--- config.mk ---
export PLATFORM = sky130hd
export DESIGN_NAME = ocs_top
export DESIGN_NICKNAME = d
export VERILOG_FILES = /design/src/inc/ocs_pkg.sv /design/src/logic/ocs_edge_cnt.sv /design/src/logic/ocs_top.sv
export SDC_FILE = /design/constraint.sdc
export NUM_CORES = 1
export LEC_CHECK = 0
export ABC_AREA = 0
export BUFFER_PORTS_ARGS = -buffer_cell sky130_fd_sc_hd__buf_4
export CAP_MARGIN = 30
export CORE_AREA = 3 3 126 128
export CTS_CLUSTER_DIAMETER = 30
export DETAILED_ROUTE_END_ITERATION = 12
export DIE_AREA = 0 0 129 131
export GPL_TIMING_DRIVEN = 0
export PLACE_DENSITY = 0.71
export RECOVER_POWER = 25
export SLEW_MARGIN = 30
export SYNTH_ARGS = -nofsm -noshare
export SYNTH_HDL_FRONTEND = slang
export SYNTH_SLANG_ARGS = --single-unit
--- constraint.sdc ---
create_clock -name clk_in -period 2.6 [get_ports clk_in]
set_input_delay 0.26 -clock clk_in [delete_from_list [all_inputs] [get_ports clk_in]]
set_output_delay 0.26 -clock clk_in [all_outputs]
set_load 0.02 [all_outputs]
--- src/inc/ocs_pkg.sv ---
// Package with constants and types for the output channel configuration block
package ocs_pkg;
	localparam int CHAN_NUM = 4;
	localparam int REF_NUM  = 7;
	localparam int CLK_NUM  = 8;
	localparam int DIV_W    = 8;
	localparam int DLY_W    = 8;
	localparam int REF_DLY_W = 3;
	localparam int CNT_W    = 8;
	// Owning channel per sysref-capable output: A0 A1 A2 B0 B1 C D
	localparam logic [13:0] REF_CHAN_MAP = {2'h3, 2'h2, 2'h1, 2'h1, 2'h0, 2'h0, 2'h0};
	// Owning channel per clock output: A0 A1 B0 B1 C D E0 E1 (E is index 4)
	localparam logic [23:0] CLK_CHAN_MAP = {3'h4, 3'h4, 3'h3, 3'h2, 3'h1, 3'h1, 3'h0, 3'h0};
	localparam logic        SEL_CLOCK  = 1'h0;
	localparam logic        SEL_SYSREF = 1'h1;
	localparam logic [CNT_W-1:0] CNT_ZERO = 8'h00;
	localparam logic [CNT_W-1:0] CNT_ONE  = 8'h01;
	typedef enum logic [2:0] {
		OCS_IDLE = 3'h1,
		OCS_RUN  = 3'h2,
		OCS_DONE = 3'h4
	} ocs_state_t;
endpackage : ocs_pkg

--- src/logic/ocs_edge_cnt.sv ---
// Counter of pulse edges on the divided sysref rate
`timescale 1ns/100ps
module ocs_edge_cnt
	import ocs_pkg::*;
(
	input  wire logic             clk_in,
	input  wire logic             rst_b_in,
	input  wire logic             load_in,
	input  wire logic [CNT_W-1:0] count_in,
	input  wire logic             tick_in,
	output logic                  last_out
);
	logic [CNT_W-1:0] left_ff;
	logic [CNT_W-1:0] nxt_left;
	assign nxt_left = load_in ? count_in :
		((tick_in && left_ff != CNT_ZERO) ? left_ff - CNT_ONE : left_ff);
	always_ff @(posedge clk_in) begin
		if (!rst_b_in) begin
			left_ff  <= CNT_ZERO;
			last_out <= 1'h0;
		end else begin
			left_ff  <= nxt_left;
			// Registered so the main block sees a clean terminal flag
			last_out <= !load_in && tick_in && left_ff == CNT_ONE;
		end
	end
endmodule : ocs_edge_cnt

--- src/logic/ocs_top.sv ---
// Output channel configuration with sysref gating per output
// Operation
// - Channels A-D: clocks plus sysref-capable outputs
// - Each sysref-capable output selects sysref or clock
// - Channel E: two clocks, no sysref
// - Sysref outputs switched by channel logic
// - Clock-duty output state from own settings
// - Select picks channel or global sysref divider
// - Select picks channel or own sysref delay
// - Sysref state machine replaces output disable
// - Event turns outputs on, then off in counted mode only
// - Idle bias holds idle sysref-duty output at midpoint
// - Counted mode emits 1-255 pulses then stops
`timescale 1ns/100ps
module ocs_top
	import ocs_pkg::*;
(
	input  wire logic                     clk_in,
	input  wire logic                     rst_b_in,
	input  wire logic [REF_NUM-1:0]       output_function_select_in,
	input  wire logic [REF_NUM-1:0]       ref_enable_in,
	input  wire logic [REF_NUM-1:0]       ref_power_down_in,
	input  wire logic [REF_NUM-1:0]       idle_line_bias_in,
	input  wire logic [CLK_NUM-1:0]       clk_enable_in,
	input  wire logic [CLK_NUM-1:0]       clk_power_down_in,
	input  wire logic [CHAN_NUM:0]        chan_power_down_in,
	input  wire logic [CHAN_NUM:0]        chan_clk_in,
	input  wire logic                     sysref_rate_in,
	input  wire logic                     event_start_in,
	input  wire logic                     continuous_in,
	input  wire logic [CNT_W-1:0]         pulse_count_in,
	input  wire logic [(CHAN_NUM+1)*DIV_W-1:0] chan_div_in,
	input  wire logic [(CHAN_NUM+1)*DLY_W-1:0] chan_dly_in,
	input  wire logic [DIV_W-1:0]         sysref_div_in,
	input  wire logic [REF_NUM*REF_DLY_W-1:0] ref_dly_in,
	output logic [CLK_NUM-1:0]            channel_clock_output_out,
	output logic [CLK_NUM-1:0]            clk_on_out,
	output logic [REF_NUM-1:0]            sysref_capable_output_out,
	output logic [REF_NUM-1:0]            ref_on_out,
	output logic [REF_NUM-1:0]            ref_midbias_out,
	output logic [REF_NUM*DIV_W-1:0]      ref_div_out,
	output logic [REF_NUM*DLY_W-1:0]      ref_dly_out,
	output logic                          sysref_active_out
);
	ocs_state_t state_ff;
	ocs_state_t nxt_state;
	logic [2:0] sync_ff;
	logic       rate_prev_ff;
	logic       rate_q;
	logic       rate_tick;
	logic       cnt_last;
	logic       event_on;

	// Pulse rate is a pin from a foreign domain: three stages, second and third agree
	always_ff @(posedge clk_in) begin
		if (!rst_b_in) begin
			sync_ff      <= 3'h0;
			rate_prev_ff <= 1'h0;
		end else begin
			sync_ff <= {sync_ff[1:0], sysref_rate_in};
			if (sync_ff[1] == sync_ff[2])
				rate_prev_ff <= sync_ff[2];
		end
	end
	assign rate_q    = (sync_ff[1] == sync_ff[2]) ? sync_ff[2] : rate_prev_ff;
	assign rate_tick = rate_q && !rate_prev_ff;

	ocs_edge_cnt u_cnt (
		.clk_in   (clk_in),
		.rst_b_in (rst_b_in),
		.load_in  (state_ff == OCS_IDLE && event_start_in),
		.count_in (pulse_count_in),
		.tick_in  (rate_tick && state_ff == OCS_RUN),
		.last_out (cnt_last)
	);

	// Zero count is refused in counted mode: range starts at one
	always_comb begin
		nxt_state = state_ff;
		case (state_ff)
			OCS_IDLE: if (event_start_in && (continuous_in || pulse_count_in != CNT_ZERO))
				nxt_state = OCS_RUN;
			OCS_RUN:  if (!continuous_in && cnt_last)
				nxt_state = OCS_DONE;
			OCS_DONE: nxt_state = OCS_IDLE;
			default:  nxt_state = OCS_IDLE;
		endcase
	end
	always_ff @(posedge clk_in) begin
		if (!rst_b_in)
			state_ff <= OCS_IDLE;
		else
			state_ff <= nxt_state;
	end
	assign event_on = state_ff == OCS_RUN;

	genvar g;
	generate
		for (g = 0; g < REF_NUM; g++) begin : g_ref
			localparam int CH = int'(REF_CHAN_MAP[2*g +: 2]);
			wire sel_ref = output_function_select_in[g] == SEL_SYSREF;
			// Sysref duty: channel power-down; clock duty: per output
			wire pd  = sel_ref ? chan_power_down_in[CH] : ref_power_down_in[g];
			wire on  = !pd && (sel_ref ? event_on : ref_enable_in[g]);
			wire sig = sel_ref ? (event_on && rate_q) : chan_clk_in[CH];
			always_ff @(posedge clk_in) begin
				if (!rst_b_in) begin
					sysref_capable_output_out[g] <= 1'h0;
					ref_on_out[g]                <= 1'h0;
					ref_midbias_out[g]           <= 1'h0;
					ref_div_out[g*DIV_W +: DIV_W] <= '0;
					ref_dly_out[g*DLY_W +: DLY_W] <= '0;
				end else begin
					sysref_capable_output_out[g] <= on && sig;
					ref_on_out[g]                <= on;
					// Midpoint only while powered and idle in sysref duty
					ref_midbias_out[g] <= sel_ref && !pd && !event_on && idle_line_bias_in[g];
					ref_div_out[g*DIV_W +: DIV_W] <= sel_ref ? sysref_div_in
						: chan_div_in[CH*DIV_W +: DIV_W];
					ref_dly_out[g*DLY_W +: DLY_W] <= sel_ref
						? {{(DLY_W-REF_DLY_W){1'h0}}, ref_dly_in[g*REF_DLY_W +: REF_DLY_W]}
						: chan_dly_in[CH*DLY_W +: DLY_W];
				end
			end
		end
		// Channel E has clock outputs only; no sysref path reaches it
		for (g = 0; g < CLK_NUM; g++) begin : g_clk
			localparam int CH = int'(CLK_CHAN_MAP[3*g +: 3]);
			wire on = !clk_power_down_in[g] && !chan_power_down_in[CH] && clk_enable_in[g];
			always_ff @(posedge clk_in) begin
				if (!rst_b_in) begin
					channel_clock_output_out[g] <= 1'h0;
					clk_on_out[g]               <= 1'h0;
				end else begin
					channel_clock_output_out[g] <= on && chan_clk_in[CH];
					clk_on_out[g]               <= on;
				end
			end
		end
	endgenerate

	always_ff @(posedge clk_in) begin
		if (!rst_b_in)
			sysref_active_out <= 1'h0;
		else
			sysref_active_out <= event_on;
	end

	count_stop_a: assert property (@(posedge clk_in) disable iff (!rst_b_in)
		state_ff == OCS_RUN && !continuous_in && cnt_last
		|=> state_ff == OCS_DONE ##1 state_ff == OCS_IDLE)
		else $error("counted event did not stop");
	count_hold_a: assert property (@(posedge clk_in) disable iff (!rst_b_in)
		state_ff == OCS_RUN && !cnt_last |=> state_ff == OCS_RUN)
		else $error("event stopped before its count");
	// A zero count is refused without any flag, so only the state shows it
	zero_count_a: assert property (@(posedge clk_in) disable iff (!rst_b_in)
		state_ff == OCS_IDLE && !continuous_in && pulse_count_in == CNT_ZERO
		|=> state_ff == OCS_IDLE)
		else $error("zero count started an event");
	start_event_a: assert property (@(posedge clk_in) disable iff (!rst_b_in)
		state_ff == OCS_IDLE && event_start_in && pulse_count_in != CNT_ZERO
		|=> state_ff == OCS_RUN)
		else $error("event did not start");
	active_on_a: assert property (@(posedge clk_in) disable iff (!rst_b_in)
		event_on |=> sysref_active_out)
		else $error("active flag missing during event");
	active_off_a: assert property (@(posedge clk_in) disable iff (!rst_b_in)
		!event_on |=> !sysref_active_out)
		else $error("active flag outside event");
	ref_gate_a: assert property (@(posedge clk_in) disable iff (!rst_b_in)
		output_function_select_in[0] && !chan_power_down_in[0]
		|=> ref_on_out[0] == $past(event_on))
		else $error("sysref output state not from sequencer");
	ref_pulse_a: assert property (@(posedge clk_in) disable iff (!rst_b_in)
		output_function_select_in[0] && !chan_power_down_in[0] && event_on && rate_q
		|=> sysref_capable_output_out[0])
		else $error("sysref pulse missing");
	ref_off_a: assert property (@(posedge clk_in) disable iff (!rst_b_in)
		output_function_select_in[1] && !event_on
		|=> !ref_on_out[1] && !sysref_capable_output_out[1])
		else $error("sysref output on outside event");
	ref_pd_a: assert property (@(posedge clk_in) disable iff (!rst_b_in)
		!output_function_select_in[1] && ref_power_down_in[1]
		|=> !ref_on_out[1] && !sysref_capable_output_out[1])
		else $error("powered down output active");
	chan_pd_a: assert property (@(posedge clk_in) disable iff (!rst_b_in)
		output_function_select_in[6] && chan_power_down_in[3]
		|=> !ref_on_out[6] && !sysref_capable_output_out[6])
		else $error("channel power-down ignored");
	clk_pd_a: assert property (@(posedge clk_in) disable iff (!rst_b_in)
		clk_power_down_in[0] |=> !clk_on_out[0] && !channel_clock_output_out[0])
		else $error("powered down clock output active");
	clk_low_a: assert property (@(posedge clk_in) disable iff (!rst_b_in)
		!clk_enable_in[6] |=> !channel_clock_output_out[6])
		else $error("gated clock output toggles");
	ref_low_a: assert property (@(posedge clk_in) disable iff (!rst_b_in)
		!output_function_select_in[2] && !ref_enable_in[2]
		|=> !sysref_capable_output_out[2])
		else $error("gated clock duty output toggles");
	chan_e_on_a: assert property (@(posedge clk_in) disable iff (!rst_b_in)
		clk_enable_in[7] && !clk_power_down_in[7] && !chan_power_down_in[4]
		|=> clk_on_out[7])
		else $error("channel E clock output not on");
	clk_copy_a: assert property (@(posedge clk_in) disable iff (!rst_b_in)
		!output_function_select_in[5] && !ref_power_down_in[5] && ref_enable_in[5]
		|=> sysref_capable_output_out[5] == $past(chan_clk_in[2]))
		else $error("clock duty output not copying channel clock");
	ref_div_a: assert property (@(posedge clk_in) disable iff (!rst_b_in)
		output_function_select_in[6] |=> ref_div_out[6*DIV_W +: DIV_W] == $past(sysref_div_in))
		else $error("sysref divider not selected");
	clk_div_a: assert property (@(posedge clk_in) disable iff (!rst_b_in)
		!output_function_select_in[3]
		|=> ref_div_out[3*DIV_W +: DIV_W] == $past(chan_div_in[DIV_W +: DIV_W]))
		else $error("clock duty divider wrong");
	ref_dly_a: assert property (@(posedge clk_in) disable iff (!rst_b_in)
		!output_function_select_in[5]
		|=> ref_dly_out[5*DLY_W +: DLY_W] == $past(chan_dly_in[2*DLY_W +: DLY_W]))
		else $error("clock duty delay wrong");
	// Own delay is only three bits wide; the upper bits must read as zero
	ref_own_dly_a: assert property (@(posedge clk_in) disable iff (!rst_b_in)
		output_function_select_in[4] |=> ref_dly_out[4*DLY_W +: DLY_W] ==
		{{(DLY_W-REF_DLY_W){1'h0}}, $past(ref_dly_in[4*REF_DLY_W +: REF_DLY_W])})
		else $error("sysref own delay not selected");
	mid_bias_a: assert property (@(posedge clk_in) disable iff (!rst_b_in)
		ref_midbias_out[2] |-> !ref_on_out[2])
		else $error("midpoint bias while active");
	clock_duty_a: assert property (@(posedge clk_in) disable iff (!rst_b_in)
		!output_function_select_in[3] && !ref_power_down_in[3]
		|=> ref_on_out[3] == $past(ref_enable_in[3]))
		else $error("clock duty state not per output");
	cover_count_c: cover property (@(posedge clk_in) disable iff (!rst_b_in) state_ff == OCS_DONE);
	cover_cont_c: cover property (@(posedge clk_in) disable iff (!rst_b_in)
		event_on && continuous_in && rate_tick);
	cover_mid_c: cover property (@(posedge clk_in) disable iff (!rst_b_in) ref_midbias_out[0]);
	cover_zero_c: cover property (@(posedge clk_in) disable iff (!rst_b_in)
		state_ff == OCS_IDLE && event_start_in && !continuous_in && pulse_count_in == CNT_ZERO);
	cover_duty_c: cover property (@(posedge clk_in) disable iff (!rst_b_in)
		!output_function_select_in[3] && ref_on_out[3]);
endmodule : ocs_top

==> run metrics, run 1 <==
total CTS buffers 17; Hold WS slightly above 0.03 ns; first drt pass iteration count 4; PortBufs 301; number of synthesized flops with an enable pin 0; Setup WS pre-CTS between 0.4 and 0.5 ns; Worst R2R Setup Slack 0.95 ns; dpl hpwl between 10000 and 15000 um; most frequent cells in the layout buf_4, dfxtp_1, nor2_1; nets@finish 1057; Pwr Total around 6.4 mW; crit path DAT between 2 and 2.5 ns; Die H about 130 um; Worst EP required just under 3 ns; setup TNS 0 ns; Hold Vio Cnt, Final 0; GP Congestion 0.857; clock share of power 42.1%; clock sink count about 170; r2r worst-path depth 5; slew margin rel. a little under half; CP startpoint kind primary input; vias in the first global route about 5000; GR Layer Usage met3 8.46%; gr usage total 21.6%; largest cells by area after synthesis dfxtp_1, mux2i_1, nor2_1; Area after DPL roughly 0.0083 mm^2; total grt overflow 0; n_diodes 0; Wirelength per Cell ~18 um; max-slew violations 0; max_cap viols 0; Design Area, Final approximately 0.0088 mm^2; # IOs ~330; global route hottest layer met2; FILL cells ~1400; Tcrit/Tclk final 71.9%; Synth Flop Type dfxtp_1; leakage roughly 4.1 nW; peak supply drop roughly 0.39 mV; met1 Usage GRT around a quarter; CTS Root Cell clkbuf_16; multi-input logic area ~0.0023 mm^2; internal power roughly 4.8 mW; P per Cell Area roughly 730 mW/mm^2; Layout Skew about 0.0045 ns; Detail Route Antenna Nets 0; Net Switching 1.63 mW; htree depth 4; combinational fraction of design power between 10% and 20%; routed vias/inst 4.76; Reg area 0.00332 mm^2; Worst Tran Pin Value around 0.80 ns; Async SR Flop Fraction 0%; setup violators final 0; first-pass GRT wire length approximately 28000 um; Die Area roughly 0.017 mm^2; worst skew pair latency between 0.4 and 0.5 ns; Initial Util between 30% and 40%; CTS Buffer Depth 2; placed cell count between 1000 and 1500; Yosys warnings 0; layout cells sized above 1 32.2%; sequential area share after synthesis 57.6%; Sw Share between 20% and 30%; Synth Area per Inst 10.5 um^2; FF-to-FF End sysref_capable_output_out[6]$_SDFF_PN0_; Min Clock Period, post-route 1.87 ns; Vias 5136; critical setup path kind primary input to flip-flop; Hold Path End ref_midbias_out[5]$_SDFF_PN0_; drt total wl between 15000 and 20000 um; row cnt 45; WHS Path Cells 2; distinct cell type count after synthesis 45; area of the mapped netlist just under 0.006 mm^2; RR Startpoint state_ff[1]$_SDFFE_PN0P_; Worst-path clk slew roughly 0.06 ns; Synth area leader dfxtp_1; final std cells w/o fill about 1100; Mapped Cells 549; RSZ-0062 raised after global routing no; pin count of the biggest net entering global routing 17; CTS tree done; area of the core between 0.01 and 0.015 mm^2; status finished clean; Die X between 100 and 150 um; area grow syn2layout 52.0%; Hold Startpoint chan_power_down_in[2]; sequential share of power between 40% and 50%; Synth Net Count roughly 730; CP max FO 10; Max Clock Freq around 540 MHz; final setup margin roughly 0.73 ns; met2 usage 37.5%; DR iter-0 viols 137; Yosys top cell area share a little under three fifths; Post-route DRC 0; leading cell type in the layout, fill and taps excluded buf_4; flops & latches, synth approximately 170; share of the core filled with cells between 50% and 60%; crit end category flip-flop; number of antenna violations at the first check in global routing 0; worst hold-check path type primary input to flip-flop
==> power by group through the flow <==
stage / logic, mW / clock network (mW) / registers (mW)
after floorplan: 0.355 / 0 / 2.94
after global placement: 0.992 / 0 / 2.80
after detailed placement: 0.999 / 0 / 2.80
after CTS: 1.01 / 2.75 / 2.75
after global routing: 1.06 / 2.84 / 2.76
final: 0.968 / 2.70 / 2.75
==> area by class of cell <==
| type | instances | area share [%] |
|---|---|---|
| sequential | 166 | 37.9 |
| multi-input combinational | 345 | 26.1 |
| timing repair buffer | 311 | 24.2 |
| clock buffer | 19 | 5.05 |
| tap | 188 | 2.68 |
| clock inverter | 13 | 2.23 |
| buffer | 31 | 1.53 |
| inverter | 7 | 0.300 |
==> registers in the layout, summed over array words and instances, names as in the netlist <==
name	count
channel_clock_output_out	8
clk_on_out	8
rate_prev_ff	1
ref_div_out	56
ref_dly_out	56
ref_midbias_out	7
ref_on_out	7
state_ff	3
sync_ff	3
sysref_active_out	1
sysref_capable_output_out	7
u_cnt.last_out	1
u_cnt.left_ff	8
==> synthesized netlist by cell type (3+ instances only) <==
| cell type | number |
|---|---|
| nand3_1 | 3 |
| buf_2 | 9 |
| and3_1 | 6 |
| o21ai_0 | 8 |
| clkbuf_1 | 10 |
| nor4b_1 | 7 |
| a22oi_1 | 3 |
| nor3b_1 | 7 |
| inv_1 | 7 |
| and2_1 | 49 |
| mux2i_1 | 81 |
| nor4bb_1 | 4 |
| nor2_1 | 109 |
| buf_1 | 11 |
| nand2_1 | 7 |
| a31oi_1 | 7 |
| dfxtp_1 | 166 |
| nor3_1 | 10 |
| a21oi_1 | 13 |
==> how the worst max path moves through the flow <==
stage / from / end / slack, ns / cells after the start
4_1_cts: state_ff[1]$_SDFFE_PN0P_ / sysref_capable_output_out[6]$_SDFF_PN0_ / 0.88 / 5
5_1_grt: rst_b_in / ref_dly_out[41]$_SDFF_PN0_ / 0.60 / 6
6_report: rst_b_in / ref_dly_out[0]$_SDFF_PN0_ / 0.73 / 6
3_5_place_dp: rst_b_in / ref_div_out[46]$_SDFF_PN0_ / 0.44 / 6
2_1_floorplan: u_cnt.left_ff[4]$_SDFFE_PN0P_ / u_cnt.left_ff[1]$_SDFFE_PN0P_ / 1.11 / 4
3_3_place_gp: rst_b_in / ref_div_out[46]$_SDFF_PN0_ / 0.46 / 6
==> what timing repair did <==
item,4_1_cts,5_1_grt
hold buffers,10,0
resized for setup,0,0
setup buffers,0,0
hold endpoints to repair,8,0
==> kinds of logic after synthesis <==
family          count (synthesis)  share of synthesized area (%)
compound gates                 38                           4.12
xor+xnor                        2                          0.303
fa+ha+maj                       3                          0.607
buf+inv                        38                           2.80
flops                         166                           57.6
mux                            81                           14.0
simple gates                  221                           20.6
==> worst max-delay path: stages <==
cell,delay [ns]
clkbuf_1,0.25
inv_1,0.15
buf_2,0.31
clkbuf_1,0.60
clkbuf_1,0.46
nor2_1,0.11
==> per-layer routing <==
layer / wire [um] / up-vias
met4: 288 / 0
met5: 0 / -
met2: 9460 / 220
li1: - / 2518
met1: 7320 / 2377
met3: 1960 / 21
Note: power is estimated with default switching activity, not from simulation.
==> run 2, diff against run 1 <==
- ABC_AREA: 0 -> 1
- clock period: 2.6 -> 1.95 ns (I/O delays scaled with it)
==> run 2 against run 1 <==
Against the previous run:
- clock power increased by 32%
- first-iteration DRC count increased by 140%
- critical path depth unchanged
- sequential power increased by 34%
==> run metrics, run 2 <==
status finished clean; r2r worst-path depth 6; row cnt 45; Worst Tran Pin Value 0.684 ns; RR Startpoint sync_ff[1]$_SDFF_PN0_; P per Cell Area 949 mW/mm^2; post_cts resized 0; gr usage total 23.9%; Area after DPL 0.00828 mm^2; CP endpoint sysref_capable_output_out[1]$_SDFF_PN0_; leakage roughly 4.6 nW; CP startpoint kind flip-flop; Initial Util between 30% and 40%; CTS tree done; setup violators final 0; Async SR Flop Fraction 0%; slowest stage cell, crit path nor2_1; Die H 131 um; combinational fraction of design power 17.9%; max_cap viols 0; layout cells sized above 1 approximately 34%; GP Congestion between 0.8 and 0.9; FILL cells about 1300; Setup WS pre-CTS 0.431 ns; Design Area, Final 0.00929 mm^2; critical setup path kind flip-flop to flip-flop; DR iter-0 viols about 330; slew margin rel. 54.4%; Hold WS 0.00945 ns; leading cell type in the layout, fill and taps excluded buf_4; Worst EP required 2.30 ns; Yosys warnings 0; Yosys top cell area share between 50% and 60%; worst skew pair latency about 0.42 ns; most frequent cells in the layout buf_4, nor2_1, dfxtp_1; setup bufs post-CTS 0; final setup margin around 0.45 ns; Largest regs ref_div_out: 56 flops, ref_dly_out: 56 flops; number of antenna violations at the first check in global routing 0; Die Area between 0.015 and 0.02 mm^2; routed vias/inst approximately 4.7; largest cells by area after synthesis dfxtp_1, nor2_1, o21ai_0; Vias about 6000; worst stage delay on the critical path roughly 0.52 ns; Detail Route Antenna Nets 0; CTS Buffer Depth 2; drt total wl 21500 um; Die X roughly 130 um; crit path DAT 1.85 ns; crit end category flip-flop; CP max FO 7; sequential area share after synthesis around 58%; Synth Net Count between 800 and 900; Min Clock Period, post-route around 1.5 ns; Tcrit/Tclk final slightly below 80%; commonest cells in the netlist nor2_1, dfxtp_1, o21ai_0; Hold Vio Cnt, Final 0; Cell Chain, Critical Path nand2_1 -> nand2_1 -> o21ai_1 -> nor2_1 -> nor2_1 -> a211oi_2; WP buf/inv 0; setup TNS 0 ns; Synth area leader dfxtp_1; CTS Root Cell clkbuf_16; most frequent cell after synthesis nor2_1; Layout Skew 0.0118 ns; Wirelength per Cell about 17 um; FF-to-FF End sysref_capable_output_out[1]$_SDFF_PN0_; # IOs around 330; Worst R2R Setup Slack 0.45 ns; flops & latches, synth between 150 and 200; RSZ-0062 raised after global routing no; Worst-path clk slew ~0.070 ns; PortBufs roughly 300; max-slew violations 0; Mapped Cells roughly 700; number of synthesized flops with an enable pin 0; area grow syn2layout 62.1%; critical path depth 6; Max Clock Freq ~670 MHz; clock share of power between 40% and 50%; sequential share of power around two fifths; first-pass GRT wire length between 30000 and 40000 um; CP delay by family, top simple AND/OR/NAND/NOR gates; multi-input logic area 0.00205 mm^2; distinct cell type count after synthesis 29; Sw Share 27.3%; total CTS buffers 17; worst hold-check path type primary input to flip-flop; clock sink count ~170; peak supply drop approximately 0.5 mV; total grt overflow 0; Synth Area per Inst about 8 um^2; dpl hpwl between 15000 and 20000 um; Post-route DRC 0; Net Switching approximately 2.4 mW; Synth Flop Type dfxtp_1; Worst Setup SP sync_ff[1]$_SDFF_PN0_; htree depth 4; internal power between 6 and 7 mW; nets@finish between 1000 and 1500; pin count of the biggest net entering global routing 17; area of the mapped netlist roughly 0.0057 mm^2; n_diodes 0; area of the core about 0.015 mm^2; Reg area 0.00332 mm^2; first drt pass iteration count 5; vias in the first global route 5443
run 2: cell count changes in the layout (fill, tap and decap cells not counted), sizes merged, moves of 49 or more:
cell	delta
o21ai	+90
inv	+55
nor2	+129
and2	-49
mux2i	-81
run 2: worst min path at each step:
stage                         startpoint                                endpoint  slack (ns)  cells after the start
global placement    clk_power_down_in[1]  channel_clock_output_out[1]$_SDFF_PN0_        0.37                      2
detailed placement  clk_power_down_in[3]  channel_clock_output_out[3]$_SDFF_PN0_        0.37                      2
floorplan           clk_power_down_in[6]  channel_clock_output_out[6]$_SDFF_PN0_        0.27                      1
CTS                      chan_dly_in[13]              ref_dly_out[37]$_SDFF_PP0_      0.0003                      3
finish                   chan_dly_in[15]              ref_dly_out[39]$_SDFF_PP0_       0.009                      3
global route             chan_dly_in[13]              ref_dly_out[37]$_SDFF_PP0_       0.004                      3
run 2: cells by family after synthesis:
family | after synthesis | synth area share, %
AOI/OAI and AO/OA | 118 | 11.2
DFF | 166 | 58.0
buffers and inverters | 92 | 6.25
adders and majority gates | 2 | 0.437
and+or+nand+nor | 337 | 24.1
run 2: what timing repair did:
action                                  4_1_cts  5_1_grt
hold buffers                                 38        0
endpoints found under the hold margin        44        0
endpoints found under the setup margin        0        0
run 2: power by group through the flow:
stage	clock network (mW)	registers, mW	logic [mW]
floorplan	0	3.95	0.571
detailed placement	0	3.76	1.51
global placement	0	3.75	1.49
global route	3.74	3.70	1.72
CTS	3.60	3.68	1.58
finish	3.56	3.68	1.58
run 2: metrics by stage:
stage | utilization [%] | power (mW) | std cells
2_1_floorplan | - | 4.52 | 715
3_3_place_gp | 55.3 | 5.24 | 1212
3_5_place_dp | 55.3 | 5.27 | 1212
4_1_cts | 62.1 | 8.86 | 1282
5_1_grt | 62.0 | 9.15 | 1282
6_report | 62.0 | 8.82 | 1282
run 2: metal layers:
metal  global-route usage, %  share of wire (%)  up-vias
li1                        -                  -     2996
met3                    4.55                6.6       35
met4                    9.76                2.8        0
met1                    29.8                 41     2785
met5                       0                  0        -
met2                    40.8                 50      264
run 2: cell type report:
class	instances	share of cell area [%]
multi-input cells	457	22.0
clock buffers	20	5.02
well taps	188	2.53
flip-flops and latches	166	35.8
repair buffers	347	29.0
inverters	63	2.55
plain buffers	29	1.27
clock inverters	12	1.78
run 2: worst min-delay path, cell delays in order:
cell and delay, ns:
buf_4 0.08, inv_1 0.04, nor2_1 0.08
==> run 3, diff against run 2 <==
- clock period: 1.95 -> 1.4 ns (I/O delays scaled with it)
==> run 3 against run 2 <==
Against the previous run:
- count of clock-buffer cells in the layout did not move
- global-route usage rose by 2.2 points
- die area did not move
- critical path depth fell by 1
- total power rose by 43%
- setup slack got worse by 0.43 ns
- flip-flop and latch count did not move
- sequential power rose by 40%
- combinational power rose by 58%
- hold slack improved by 0.013 ns
- clock skew rose by 0.0021 ns
- non-clock buffer count rose by 88
- critical endpoint is now channel_clock_output_out[2]$_SDFF_PN0_
==> run metrics, run 3 (synthesis gave the netlist of run 2 again) <==
number of antenna violations at the first check in global routing 0; share of the core filled with cells between 60 and 70%; peak supply drop 0.745 mV; slowest stage cell, crit path dlygate4sd3_1; Tcrit/Tclk final 98.9%; setup violators final 0; n_diodes 0; max_cap viols 0; layout cells sized above 1 approximately 32%; area of the core 0.0150 mm^2; Post-route DRC 0; Worst R2R Setup Slack approximately 0.050 ns; worst hold-check path type primary input to flip-flop; total CTS buffers 17; Worst Tran Pin Value a little under 0.7 ns; crit end category flip-flop; CP startpoint kind primary input; sequential share of power between 40% and 50%; row cnt 45; Die H 131 um; dpl hpwl between 15000 and 20000 um; FF-to-FF End u_cnt.left_ff[3]$_SDFFE_PN0P_; Worst-path clk slew around 0.07 ns; CTS Buffer Depth 2; nets@finish approximately 1300; CTS Root Cell clkbuf_16; Net Switching 3.48 mW; DR iter-0 viols around 310; Detail Route Antenna Nets 0; routed vias/inst around 4.8; vias in the first global route between 6000 and 7000; r2r worst-path depth 8; Pwr Total 12.6 mW; most frequent cells in the layout buf_4, nor2_1, dfxtp_1; WHS Path Cells 3; leading cell type in the layout, fill and taps excluded buf_4; pin count of the biggest net entering global routing 17; Hold Vio Cnt, Final 0; status finished clean; Min Clock Period, post-route 1.38 ns; Cell Chain, Critical Path dlygate4sd3_1 -> buf_4 -> inv_1 -> nor4_1 -> dlygate4sd3_1; worst stage delay on the critical path about 0.58 ns; Wirelength per Cell around 17 um; WP buf/inv 4; GP Congestion slightly below 0.9; Hold Startpoint chan_dly_in[1]; CP delay by family, top buffers and inverters; Max Clock Freq 722 MHz; P per Cell Area 1240 mW/mm^2; first-pass GRT wire length about 34000 um; total grt overflow 0; gr usage total approximately a quarter; worst skew pair latency approximately 0.42 ns; Largest regs ref_div_out: 56 flops, ref_dly_out: 56 flops; # IOs about 330; clock share of power slightly below 40%; critical setup path kind primary input to flip-flop; Vias approximately 6600; CTS tree done; Layout Skew about 0.014 ns; PortBufs slightly above 300; internal power 9.14 mW; clock sink count about 170; area grow syn2layout 78.2%; drt total wl 23400 um; slew margin rel. about 55%; RR Startpoint u_cnt.left_ff[0]$_SDFFE_PN0P_; first drt pass iteration count 5; RSZ-0062 raised after global routing yes; Sw Share between 20% and 30%; combinational fraction of design power between 10% and 20%; Die X 129 um; Initial Util 38.2%; max-slew violations 0; Hold Path End ref_dly_out[9]$_SDFF_PN0_; Die Area roughly 0.017 mm^2; FILL cells between 1000 and 1500; htree depth 4; crit path DAT approximately 1.8 ns; CP max FO 3; most frequent CP cell dlygate4sd3_1; leakage around 5.0 nW; Worst EP required 1.77 ns
==> run 3: changes by cell type in the layout (fill, tap and decap cells not counted), sizes merged <==
cell,delta
clkbuf,+26
dlygate4sd3,+84
buf,-22
==> run 3: what timing repair did <==
action                                 in CTS  in global routing
setup buffers                               1                  3
endpoints found under the hold margin     133                  0
setup endpoints to repair                   8                 20
hold buffers                              123                  0
pin swaps                                   1                  5
gates resized for setup                     6                 32
==> run 3: power groups by stage <==
stage	Clock (mW)	Combinational, mW	Sequential, mW
2_1_floorplan	0	0.795	5.50
3_3_place_gp	0	2.07	5.22
3_5_place_dp	0	2.10	5.23
4_1_cts	5.01	2.43	5.13
5_1_grt	5.19	2.71	5.16
6_report	4.98	2.50	5.14
==> run 3: cell type report <==
class,count,area [um^2],share of cell area (%)
buffer,29,136,1.34
clock buffer,20,467,4.57
clock inverter,12,165,1.62
inverter,63,241,2.37
multi-input combinational,457,2110,20.6
sequential,166,3330,32.6
tap,188,235,2.30
timing repair buffer,435,3530,34.6
==> run 3: per-layer routing <==
metal | track usage (%) | up-vias | wire (um) | share of wire (%)
met4 | 11.3 | 0 | 648 | 2.8
met5 | 0 | - | 0 | 0
li1 | - | 3176 | - | -
met2 | 45.9 | 278 | 12000 | 51
met3 | 5.41 | 48 | 1430 | 6.1
met1 | 31.0 | 3056 | 9340 | 40
==> run 3: how the worst max path moves through the flow <==
stage	start	cells past startpoint	slack (ns)	to
after global placement	rst_b_in	5	-0.06	ref_div_out[55]$_SDFF_PN0_
after global routing	u_cnt.left_ff[0]$_SDFFE_PN0P_	8	-0.04	u_cnt.left_ff[3]$_SDFFE_PN0P_
after floorplan	u_cnt.left_ff[0]$_SDFFE_PN0P_	11	0.15	u_cnt.left_ff[6]$_SDFFE_PN0P_
after detailed placement	sync_ff[1]$_SDFF_PN0_	6	-0.07	sysref_capable_output_out[1]$_SDFF_PN0_
after CTS	u_cnt.left_ff[0]$_SDFFE_PN0P_	11	0.001	u_cnt.left_ff[6]$_SDFFE_PN0P_
final	chan_clk_in[1]	5	0.02	channel_clock_output_out[2]$_SDFF_PN0_
==> run 3: stage by stage <==
step | hold slack, ns | setup TNS, ns | setup slack [ns] | instances | instance area, um^2
floorplan | 0.217 | 0 | 0.147 | 715 | 5730
CTS | 0.000625 | 0 | 0.00141 | 1368 | 10200
global route | 0.0266 | -0.0911 | -0.0374 | 1370 | 10200
global placement | 0.313 | -0.137 | -0.0614 | 1212 | 8280
detailed placement | 0.315 | -0.434 | -0.0724 | 1212 | 8280
finish | 0.0227 | 0 | 0.0152 | 1370 | 10200
==> run 3: worst reg2reg max path: cells and delay by family, from the launching register on <==
family | cells | cell delay, ns
adders and majority gates | 1 | 0.15
and+or+nand+nor | 3 | 0.26
AOI/OAI and AO/OA | 2 | 0.37
DFF | 1 | 0.35
buffers and inverters | 2 | 0.15
